`src/rrtf_buffer.sv`:
```
// Package of shared constants and the byte buffer used for both directions.
// Assumes a single clock domain on mclk_i and a synchronous active-high reset.
`timescale 1ns/1ps
`default_nettype none

// ==========================================================================
// Shared constants
// ==========================================================================
package rrtf_pkg;
	localparam int BUF_DEPTH = 64;
	localparam int BYTE_W = 8;
	localparam int COUNT_W = 7;
	localparam int THR_W = 4;
	localparam int SEL_W = 6;
	localparam int PIN_COUNT = 3;
	// Serial header layout
	localparam int HDR_RW_BIT = 7;
	localparam int HDR_BURST_BIT = 6;
	localparam logic [5:0] FIFO_ADDR = 6'h3f;
	// Threshold coding
	localparam logic [6:0] RX_THR_STEP = 7'h04;
	localparam logic [6:0] TX_THR_BASE = 7'h3d;
	localparam logic [6:0] STATUS_CNT_MAX = 7'h0f;
	// Output pin selection codes
	localparam logic [5:0] SEL_RX_THR = 6'h00;
	localparam logic [5:0] SEL_TX_THR = 6'h02;
	localparam logic [2:0] LAST_BIT = 3'h7;
endpackage : rrtf_pkg

// ==========================================================================
// Byte buffer with valid and ready on both sides
// ==========================================================================
module rrtf_buffer #(
	parameter int WIDTH = 8,
	parameter int DEPTH = 64,
	parameter bit DUP_ON_LAST = 1'b0
) (
	// Clock and reset
	input wire logic mclk_i,
	input wire logic srst_i,
	input wire logic flush_i,
	// Filling side
	input wire logic in_valid_i,
	input wire logic [WIDTH-1:0] in_data_i,
	output logic in_ready_o,
	// Draining side
	output logic out_valid_o,
	output logic [WIDTH-1:0] out_data_o,
	input wire logic out_ready_i,
	// Status
	output logic [$clog2(DEPTH+1)-1:0] count_o,
	output logic overflow_o,
	output logic underflow_o
);
	localparam int AW = $clog2(DEPTH);
	localparam int CW = $clog2(DEPTH+1);

	// Elaboration check on depth
	generate
		if (DEPTH < 2 || (1 << AW) != DEPTH) begin : g_bad_depth
			$error("rrtf_buffer: DEPTH must be a power of two of at least 2");
		end
	endgenerate

	logic [WIDTH-1:0] mem_reg [DEPTH];
	logic [AW-1:0] wr_ptr_reg;
	logic [AW-1:0] rd_ptr_reg;
	logic [CW-1:0] count_reg;
	logic full;
	logic empty;
	logic push;
	logic pop_req;
	logic hazard;
	logic pop;

	// Handshake decode
	assign full = (count_reg == CW'(DEPTH));
	assign empty = (count_reg == '0);
	assign push = in_valid_i && !full;
	assign pop_req = out_ready_i && !empty;
	assign hazard = DUP_ON_LAST && pop_req && push && (count_reg == CW'(1));
	assign pop = pop_req && !hazard;
	assign in_ready_o = !full;
	assign out_valid_o = !empty;
	assign out_data_o = mem_reg[rd_ptr_reg];
	assign count_o = count_reg;
	assign overflow_o = in_valid_i && full;
	assign underflow_o = out_ready_i && empty;

	// Storage, written in arrival order
	always_ff @(posedge mclk_i) begin
		if (push) begin
			mem_reg[wr_ptr_reg] <= in_data_i;
		end
	end

	// Pointers and fill count
	always_ff @(posedge mclk_i) begin
		if (srst_i || flush_i) begin
			wr_ptr_reg <= '0;
			rd_ptr_reg <= '0;
			count_reg <= '0;
		end else begin
			if (push) begin
				wr_ptr_reg <= wr_ptr_reg + AW'(1);
			end
			if (pop) begin
				rd_ptr_reg <= rd_ptr_reg + AW'(1);
			end
			count_reg <= count_reg + CW'(push) - CW'(pop);
		end
	end
endmodule : rrtf_buffer

`default_nettype wire

```
`src/rrtf_top.sv`:
```
// Receive and transmit byte buffers of the radio, with the serial host port.
// Assumes the radio datapath runs on mclk_i and the host serial pins are
// asynchronous; they are synchronised here and their clock edges detected.
//
// Notes on behaviour
// - Two separate 64-byte buffers exist, one for received and one for outgoing bytes.
// - The host only reads the receive buffer and only writes the transmit buffer over serial.
// - Receive overflow and transmit underflow are detected and flagged.
// - During the header byte a status byte is shifted out holding the relevant fill level capped at 15.
// - Both buffer byte counts are visible as read-only status at all times.
// - A radio write coinciding with the host reading the last byte repeats that byte.
// - Setting v gives a receive threshold of 4*(v+1) and a transmit threshold of 61-4*v.
// - A threshold flag is high while the count is at or above its threshold.
// - Select code 0x00 shows the receive flag and 0x02 the transmit flag on a pin.
`timescale 1ns/1ps
`default_nettype none

module rrtf_top #(
	parameter int DEPTH = rrtf_pkg::BUF_DEPTH
) (
	// Clock and reset
	input wire logic mclk_i,
	input wire logic srst_i,
	// Host serial pins
	input wire logic spi_csn_i,
	input wire logic spi_sclk_i,
	input wire logic spi_mosi_i,
	output logic spi_miso_o,
	output logic spi_miso_oe_o,
	// Radio receive side
	input wire logic rx_data_valid_i,
	input wire logic [rrtf_pkg::BYTE_W-1:0] rx_data_i,
	output logic rx_data_ready_o,
	// Radio transmit side
	output logic tx_data_valid_o,
	output logic [rrtf_pkg::BYTE_W-1:0] tx_data_o,
	input wire logic tx_data_ready_i,
	// Control
	input wire logic rx_flush_i,
	input wire logic tx_flush_i,
	input wire logic [rrtf_pkg::THR_W-1:0] buffer_threshold_select_i,
	input wire logic [rrtf_pkg::PIN_COUNT*rrtf_pkg::SEL_W-1:0] output_pin_signal_select_i,
	// Status
	output logic [rrtf_pkg::COUNT_W-1:0] rx_buffer_count_o,
	output logic [rrtf_pkg::COUNT_W-1:0] tx_buffer_count_o,
	output logic rx_overflow_o,
	output logic tx_underflow_o,
	output logic rx_threshold_o,
	output logic tx_threshold_o,
	output logic [rrtf_pkg::PIN_COUNT-1:0] general_output_pin_o
);
	localparam int BW = rrtf_pkg::BYTE_W;
	localparam int CW = rrtf_pkg::COUNT_W;

	// Elaboration check on depth
	generate
		if (DEPTH != rrtf_pkg::BUF_DEPTH) begin : g_bad_depth
			$error("rrtf_top: threshold coding needs DEPTH of 64");
		end
	endgenerate

	// Status nibble of a fill count, saturated at fifteen
	function automatic logic [BW-1:0] status_of(input logic [CW-1:0] cnt);
		logic [CW-1:0] sat;
		sat = (cnt > rrtf_pkg::STATUS_CNT_MAX) ? rrtf_pkg::STATUS_CNT_MAX : cnt;
		status_of = {4'h0, sat[3:0]};
	endfunction : status_of

	// ======================================================================
	// Pin synchronisers and edge detection
	// ======================================================================
	logic [1:0] csn_sync_reg;
	logic [1:0] sclk_sync_reg;
	logic [1:0] mosi_sync_reg;
	logic sclk_prev_reg;
	logic csn_prev_reg;
	logic sclk_rise;
	logic sclk_fall;
	logic csn_fall;

	// Two flops per pin, second stage only is read
	always_ff @(posedge mclk_i) begin
		if (srst_i) begin
			csn_sync_reg <= 2'h3;
			sclk_sync_reg <= 2'h0;
			mosi_sync_reg <= 2'h0;
		end else begin
			csn_sync_reg <= {csn_sync_reg[0], spi_csn_i};
			sclk_sync_reg <= {sclk_sync_reg[0], spi_sclk_i};
			mosi_sync_reg <= {mosi_sync_reg[0], spi_mosi_i};
		end
	end

	// Previous levels for edge finding
	always_ff @(posedge mclk_i) begin
		if (srst_i) begin
			sclk_prev_reg <= 1'b0;
			csn_prev_reg <= 1'b1;
		end else begin
			sclk_prev_reg <= sclk_sync_reg[1];
			csn_prev_reg <= csn_sync_reg[1];
		end
	end

	assign sclk_rise = !csn_sync_reg[1] && sclk_sync_reg[1] && !sclk_prev_reg;
	assign sclk_fall = !csn_sync_reg[1] && !sclk_sync_reg[1] && sclk_prev_reg;
	assign csn_fall = !csn_sync_reg[1] && csn_prev_reg;

	// ======================================================================
	// Buffers
	// ======================================================================
	logic rx_pop;
	logic [BW-1:0] rx_head;
	logic rx_ovf_pulse;
	logic tx_push;
	logic [BW-1:0] tx_byte;
	logic tx_unf_pulse;

	// Receive buffer, filled by the radio, drained by the host
	rrtf_buffer #(.WIDTH(BW), .DEPTH(DEPTH), .DUP_ON_LAST(1'b1)) u_rx_buf (
		.mclk_i(mclk_i),
		.srst_i(srst_i),
		.flush_i(rx_flush_i),
		.in_valid_i(rx_data_valid_i),
		.in_data_i(rx_data_i),
		.in_ready_o(rx_data_ready_o),
		.out_valid_o(),
		.out_data_o(rx_head),
		.out_ready_i(rx_pop),
		.count_o(rx_buffer_count_o),
		.overflow_o(rx_ovf_pulse),
		.underflow_o()
	);

	// Transmit buffer, filled by the host, drained by the radio
	rrtf_buffer #(.WIDTH(BW), .DEPTH(DEPTH), .DUP_ON_LAST(1'b0)) u_tx_buf (
		.mclk_i(mclk_i),
		.srst_i(srst_i),
		.flush_i(tx_flush_i),
		.in_valid_i(tx_push),
		.in_data_i(tx_byte),
		.in_ready_o(),
		.out_valid_o(tx_data_valid_o),
		.out_data_o(tx_data_o),
		.out_ready_i(tx_data_ready_i),
		.count_o(tx_buffer_count_o),
		.overflow_o(),
		.underflow_o(tx_unf_pulse)
	);

	// Sticky error flags, an event beats a flush in the same cycle
	always_ff @(posedge mclk_i) begin
		if (srst_i) begin
			rx_overflow_o <= 1'b0;
			tx_underflow_o <= 1'b0;
		end else begin
			rx_overflow_o <= rx_ovf_pulse || (rx_overflow_o && !rx_flush_i);
			tx_underflow_o <= tx_unf_pulse || (tx_underflow_o && !tx_flush_i);
		end
	end

	// ======================================================================
	// Serial host port
	// ======================================================================
	logic [2:0] bit_cnt_reg;
	logic [BW-1:0] shift_in_reg;
	logic [BW-1:0] out_byte_reg;
	logic in_header_reg;
	logic hdr_read_reg;
	logic hdr_burst_reg;
	logic hdr_fifo_reg;
	logic byte_done;
	logic [BW-1:0] rx_byte;
	logic hdr_read_now;
	logic rx_peek;
	logic fifo_now;
	logic data_phase_ok;

	assign rx_byte = {shift_in_reg[BW-2:0], mosi_sync_reg[1]};
	assign byte_done = sclk_rise && (bit_cnt_reg == rrtf_pkg::LAST_BIT);
	assign hdr_read_now = in_header_reg ? rx_byte[rrtf_pkg::HDR_RW_BIT] : hdr_read_reg;
	assign fifo_now = in_header_reg ? (rx_byte[5:0] == rrtf_pkg::FIFO_ADDR) : hdr_fifo_reg;
	assign data_phase_ok = in_header_reg || hdr_burst_reg;
	// Host reads only the receive side and writes only the transmit side
	// Head is copied when a data byte is due, popped only once the host clocks it
	assign rx_peek = byte_done && fifo_now && hdr_read_now && data_phase_ok;
	assign rx_pop = sclk_rise && (bit_cnt_reg == 3'h0) && !in_header_reg && hdr_fifo_reg
		&& hdr_read_reg;
	assign tx_push = byte_done && !in_header_reg && hdr_fifo_reg && !hdr_read_reg;
	assign tx_byte = rx_byte;

	// Bit counter and input shifter
	always_ff @(posedge mclk_i) begin
		if (srst_i || csn_fall) begin
			bit_cnt_reg <= 3'h0;
			shift_in_reg <= '0;
		end else if (sclk_rise) begin
			bit_cnt_reg <= bit_cnt_reg + 3'h1;
			shift_in_reg <= rx_byte;
		end
	end

	// Header capture
	always_ff @(posedge mclk_i) begin
		if (srst_i || csn_fall) begin
			in_header_reg <= 1'b1;
			hdr_read_reg <= 1'b0;
			hdr_burst_reg <= 1'b0;
			hdr_fifo_reg <= 1'b0;
		end else if (byte_done && in_header_reg) begin
			in_header_reg <= 1'b0;
			hdr_read_reg <= rx_byte[rrtf_pkg::HDR_RW_BIT];
			hdr_burst_reg <= rx_byte[rrtf_pkg::HDR_BURST_BIT];
			hdr_fifo_reg <= (rx_byte[5:0] == rrtf_pkg::FIFO_ADDR);
		end else if (byte_done && !hdr_burst_reg) begin
			hdr_fifo_reg <= 1'b0; // Single access ends after one byte
		end
	end

	// Outgoing byte: status during header, buffer head after it on FIFO reads, else zero
	always_ff @(posedge mclk_i) begin
		if (srst_i) begin
			out_byte_reg <= '0;
		end else if (csn_fall) begin
			out_byte_reg <= status_of(rx_buffer_count_o);
		end else if (sclk_rise && in_header_reg && bit_cnt_reg == 3'h0) begin
			out_byte_reg <= mosi_sync_reg[1] ? status_of(rx_buffer_count_o)
				: status_of(tx_buffer_count_o);
		end else if (byte_done) begin
			out_byte_reg <= rx_peek ? rx_head : '0;
		end
	end

	// Output bit changes on falling clock edges
	always_ff @(posedge mclk_i) begin
		if (srst_i) begin
			spi_miso_o <= 1'b0;
		end else if (csn_fall) begin
			spi_miso_o <= 1'b0;
		end else if (sclk_fall) begin
			spi_miso_o <= out_byte_reg[rrtf_pkg::LAST_BIT - bit_cnt_reg];
		end
	end

	assign spi_miso_oe_o = !csn_sync_reg[1];

	// ======================================================================
	// Thresholds and output pins
	// ======================================================================
	logic [CW-1:0] rx_thr;
	logic [CW-1:0] tx_thr;
	logic [CW-1:0] thr_ext;

	// Oppositely coded thresholds
	assign thr_ext = {3'h0, buffer_threshold_select_i};
	assign rx_thr = CW'((thr_ext + CW'(1)) * rrtf_pkg::RX_THR_STEP);
	assign tx_thr = CW'(rrtf_pkg::TX_THR_BASE - thr_ext * rrtf_pkg::RX_THR_STEP);

	// Registered threshold flags
	always_ff @(posedge mclk_i) begin
		if (srst_i) begin
			rx_threshold_o <= 1'b0;
			tx_threshold_o <= 1'b0;
		end else begin
			rx_threshold_o <= (rx_buffer_count_o >= rx_thr);
			tx_threshold_o <= (tx_buffer_count_o >= tx_thr);
		end
	end

	// Per-pin signal selection
	genvar gi;
	generate
		for (gi = 0; gi < rrtf_pkg::PIN_COUNT; gi++) begin : g_pin
			logic [rrtf_pkg::SEL_W-1:0] sel;
			assign sel = output_pin_signal_select_i[gi*rrtf_pkg::SEL_W +: rrtf_pkg::SEL_W];
			always_ff @(posedge mclk_i) begin
				if (srst_i) begin
					general_output_pin_o[gi] <= 1'b0;
				end else begin
					case (sel)
						rrtf_pkg::SEL_RX_THR: general_output_pin_o[gi] <= rx_threshold_o;
						rrtf_pkg::SEL_TX_THR: general_output_pin_o[gi] <= tx_threshold_o;
						default: general_output_pin_o[gi] <= 1'b0;
					endcase
				end
			end
		end
	endgenerate
endmodule : rrtf_top

`default_nettype wire

```
`config.mk`:
```
export PLATFORM = sky130hd
export DESIGN_NAME = rrtf_top
export DESIGN_NICKNAME = d
export VERILOG_FILES = /design/src/rrtf_buffer.sv /design/src/rrtf_top.sv
export SDC_FILE = /design/constraint.sdc
export NUM_CORES = 1
export LEC_CHECK = 0
export BUFFER_PORTS_ARGS = -buffer_cell sky130_fd_sc_hd__buf_2
export CELL_PAD_IN_SITES_DETAIL_PLACEMENT = 1
export CELL_PAD_IN_SITES_GLOBAL_PLACEMENT = 1
export CORE_UTILIZATION = 29
export DETAILED_ROUTE_END_ITERATION = 7
export HOLD_SLACK_MARGIN = 0.08
export PLACE_DENSITY = 0.44
export SYNTH_ARGS = -nofsm -noshare
export SYNTH_HDL_FRONTEND = slang
export SYNTH_HIERARCHICAL = 1
export SYNTH_SLANG_ARGS = --single-unit
export TNS_END_PERCENT = 5
```
`constraint.sdc`:
```
create_clock -name mclk_i -period 7.1 [get_ports mclk_i]
set_clock_uncertainty 0.15 [all_clocks]
set_input_delay 1.42 -clock mclk_i [delete_from_list [all_inputs] [get_ports mclk_i]]
set_output_delay 1.42 -clock mclk_i [all_outputs]
set_load 0.005 [all_outputs]
```
# == Word-level counts from Yosys, hierarchy flattened ==
# Memories as Yosys holds them, arrays and structs flattened. A register that Yosys moved wholly into a read port is not among the register bits.
# Index checks and enable logic that the tools add are counted.
# totals
regBits,76
latchBits,0
mem_bits_rw,1024
romBits,0
in_bits,39
out_inout_bits,33
memories,2
# classes
addsub,12
mul,0
div_mod_pow,0
order_cmp,5
eq_ne,8
shifts,0
n_mux,24
n_bitwise,0
n_reduce_logical,60
# mem_list
memory,depth,width,rd,rd_clocked_by_memory_dff,write_ports,line,rtl
u_rx_buf.mem_reg,64,8,1,1,1,rrtf_buffer.sv:65,logic [WIDTH-1:0] mem_reg [DEPTH];
u_tx_buf.mem_reg,64,8,1,1,1,rrtf_buffer.sv:65,
# op_table
operator,n
1-bit logical AND,31
6-bit by 1-bit adder with 6-bit output (second input constant),4
6-bit 2-to-1 mux,4
8-bit 2-to-1 mux,3
6-bit by 2-bit equality test with 1-bit output (second input constant),3
6-bit zero test,3
4-bit 2-to-1 mux,4
7-bit by 1-bit adder with 7-bit output,2
7-bit equality test (second input constant),2
7-bit >= comparator,2
7-bit by 4-bit greater-than comparator with 1-bit output (second input constant),2
7-bit zero test,2
7-bit by 1-bit subtractor with 7-bit output,2
1-bit zero test,13
1-bit 2-to-1 mux,9
7-bit by 1-bit equality test with 1-bit output (second input constant),1
6-bit by 6-bit subtractor with 7-bit output (first input constant),1
6-bit equality test (second input constant),1
1-bit logical OR,6
1-bit one-hot mux with 2 select lines,3
4-bit by 1-bit adder with 5-bit output (second input constant),1
3-bit by 4-bit less-than comparator with 1-bit output (second input constant),1
2-bit nonzero test,2
3-bit by 1-bit adder with 3-bit output (second input constant),1
other kinds (6),6

# == Longest topological paths before layout ==
# logic_depth
ltp_word,14
depth_mapped,17
depth_no_buf,16

# == Hierarchy ==
# The synthesis kept the hierarchy.
# by_module_without_submodules
mod,instances,cells_per_inst,area_per_inst_um2,seq_area_each_um2
rrtf_buffer at u_tx_buf,1,1051,21112.7,15875.2
rrtf_buffer at u_rx_buf,1,1059,20912.6,15875.2
rrtf_top,1,214,1940.6,760.7

# == Least setup slack after synthesis ==
# Ideal clock, no wire load.
# synth_timing
path_kind,input -> register
start,input port tx_data_ready_i
end,register u_tx_buf.count_reg[6] (netlist: u_tx_buf/count_o[6])
setup_ns,0.125
t_arrival_ns,3.230
t_required_ns,6.825
path_slack_ns,3.594
cell_stages,13
path_buffers,1
cell_sequence,and2_1 > clkbuf_1 > nand2_1 > nand2_1 > ha_1 > inv_1 > fa_1 > nand2b_1 > a21oi_1 > o21ai_0 > a21oi_1 > or3_1 > a21oi_1
# synth_between
elab_chain_cells,2
# synth_rtl
item,line,rtl
"start, declared",rrtf_top.sv:37,"input wire logic tx_data_ready_i,"
1-bit logical AND,rrtf_buffer.sv:80,assign pop_req = out_ready_i && !empty;
7-bit by 1-bit subtractor with 7-bit output,rrtf_buffer.sv:110,count_reg <= count_reg + CW'(push) - CW'(pop);
"end signal, assigned",rrtf_buffer.sv:110,
"end, declared",rrtf_buffer.sv:68,logic [CW-1:0] count_reg;
# No other way between the ends.
# A chain may end at the register's enable or synchronous reset.

==> qor.yml <==
clocking:
  cts_resized: 0
  post_cts_buffers: 0
  hold_buffers: 0
  h-tree-depth: 4
  cts.sinks: 1112
  clk_latency_ns: 0.74
  path_clk_slew_ns: 0.06
  cts_buffer_depth: 3
  cts_tree: "yes"
  cts-buffers-inserted: 131
  cts_root_buffer: "clkbuf_16"
timing:
  fin_crit_ns: 5.351
  min_period_over_period_pct: 75.37
  slew_headroom_pct: 14.01
  setup_viol: 0
  finalSetupTns_ns: 0
  tightestPinTransition_ns: 1.285
  slew_viol_final: 0
  fmax_ghz: 0.1869
  hold_violations: 0
  rsz0062_at_grt: "no"
worst_setup_path:
  cp-endpoint: "tx_data_o[6]"
  crit_required_ns: 5.53
  start_kind: "register"
  crit_path_end_kind: "primary output"
  cp_cell_sequence: "buf_12 > mux4_1 > mux4_2 > nor2_1 > o41ai_1 > buf_2"
  critPathKind: "register to primary output"
  ff2ff_setup_slack_ns: 2.66
  r2r_end: "u_tx_buf/mem_reg[22][2]$_DFFE_PP_"
  cp_slowest_stage_delay_ns: 0.79
  critPathSlowestCell: "dfxtp_4"
  crit_fanout: 54
  cp.arrival_ns: 3.78
  rr_worst_depth: 7
  r2r_start: "sclk_sync_reg[1]$_SDFF_PP0_"
synth:
  synth.cell_area_mm2: 0.04396
  synth_nets: 2396
  synthCells: 2322
  synth_warnings: 6
  avgSynthCellArea_um2: 18.93
die:
  core_area_mm2: 0.1501
  initial_utilization_pct: 29.28
  io_pins: 72
  die_y_um: 391.3
  rows: 142
  die_area_mm2: 0.1531
  die_w_um: 391.3
global_routing:
  track_usage_pct: 15.58
  grt_pass1_vias: 23990
  grt_max_degree: 69
  grt_overflow: 0
  grt_pass1_wl_um: 171900
  antenna_found_initial: 2
drt:
  wl_per_cell_um: 26.01
  drt-total-wl_um: 118700
  ant_nets: 0
  vias_per_cell: 4.842
  dr_total_vias: 22090
  first_pass_iters: 4
  drc: 0
  drt_iter0_markers: 1298
power:
  p_seq_share_pct: 50.1
  ir_drop_mv: 0.1901
  switchingPower_mw: 3.151
  design_power_total_mw: 14.42
  power_density_mw_per_mm2: 284.0
  netSwitchingFraction_pct: 21.85
  p_int_mw: 11.27
  leakage_nw: 15.56
  combPwrFrac_pct: 4.5
  p_clk_share_pct: 45.5
finish:
  n_fill_cell: 14930
  areaGrowthSynthToFinish_pct: 15.54
  final_layout_size_suffix_gt1_share_pct: 22.78
  num_antenna_cells: 0
  final_common_cell: "edfxtp_1"
  layout_common_cells: "edfxtp_1, mux4_2, nor2_1"
  nNetsFinal: 2522
hold_path:
  holdPathStages: 1
  hp-class: "register to register"
placement:
  place.gp.congestion: 0.7589
  port-buffer-count: 71
  hpwl_um: 73020
flow_run:
  cap_viol_max_count: 0
status:
  status: "complete, no violations"
-- how the worst min path moves through the flow --
stage / slack [ns] / end / startpoint
3_3_place_gp: 0.28 / mosi_sync_reg[1]$_SDFF_PP0_ / mosi_sync_reg[0]$_SDFF_PP0_
2_1_floorplan: 0.24 / csn_sync_reg[1]$_SDFF_PP1_ / csn_sync_reg[0]$_SDFF_PP1_
6_report: 0.28 / csn_sync_reg[1]$_SDFF_PP1_ / csn_sync_reg[0]$_SDFF_PP1_
3_5_place_dp: 0.27 / csn_sync_reg[1]$_SDFF_PP1_ / csn_sync_reg[0]$_SDFF_PP1_
4_1_cts: 0.28 / csn_sync_reg[1]$_SDFF_PP1_ / csn_sync_reg[0]$_SDFF_PP1_
5_1_grt: 0.30 / csn_sync_reg[1]$_SDFF_PP1_ / csn_sync_reg[0]$_SDFF_PP1_
-- power by group through the flow --
| stage | sequential, mW | clock [mW] | combinational [mW] |
|---|---|---|---|
| 3_3_place_gp | 7.36 | 0 | 0.628 |
| 3_5_place_dp | 7.36 | 0 | 0.653 |
| 5_1_grt | 7.23 | 7.01 | 0.714 |
| 4_1_cts | 7.22 | 6.77 | 0.656 |
| 2_1_floorplan | 7.31 | 0 | 0.453 |
| 6_report | 7.22 | 6.56 | 0.644 |
-- metrics by stage --
stage	area (um2)	hold WS (ns)	std cells	worst slack [ns]	util, %
floorplan	43960	0.2395	2322	3.594	-
global placement	46590	0.2769	4331	2.321	31.03
detailed placement	46590	0.2728	4331	2.389	31.03
CTS	50790	0.2798	4562	1.561	33.83
global route	50790	0.2958	4562	1.333	33.83
finish	50790	0.2765	4562	1.749	33.83
-- worst max-delay path: cells and delay by family, from the launching register on --
kind,cells,cell delay [ns]
AO/OA/AOI/OAI,1,0.76
AND/OR/NAND/NOR,1,0.06
flip-flops,1,0.79
multiplexers,2,0.63
buffers and inverters,2,0.70
-- per-layer routing --
layer	routed length [um]	vias to the layer above	track usage, %
met2	58080	382	25.72
met4	3117	0	5.098
met1	53660	11920	20.84
met3	3813	160	2.536
met5	0	-	0
li1	-	9624	-
-- cell type report --
type	instances	area [um2]	area share, %
Timing Repair Buffer	114	765.7	1.508
Multi-Input combinational cell	1051	10610	20.90
Clock buffer	167	3486	6.864
Clock inverter	64	713.2	1.404
Inverter	38	142.6	0.2809
Tap cell	2016	2522	4.967
Sequential cell	1112	32540	64.08
(Power assumes the default switching activity.)
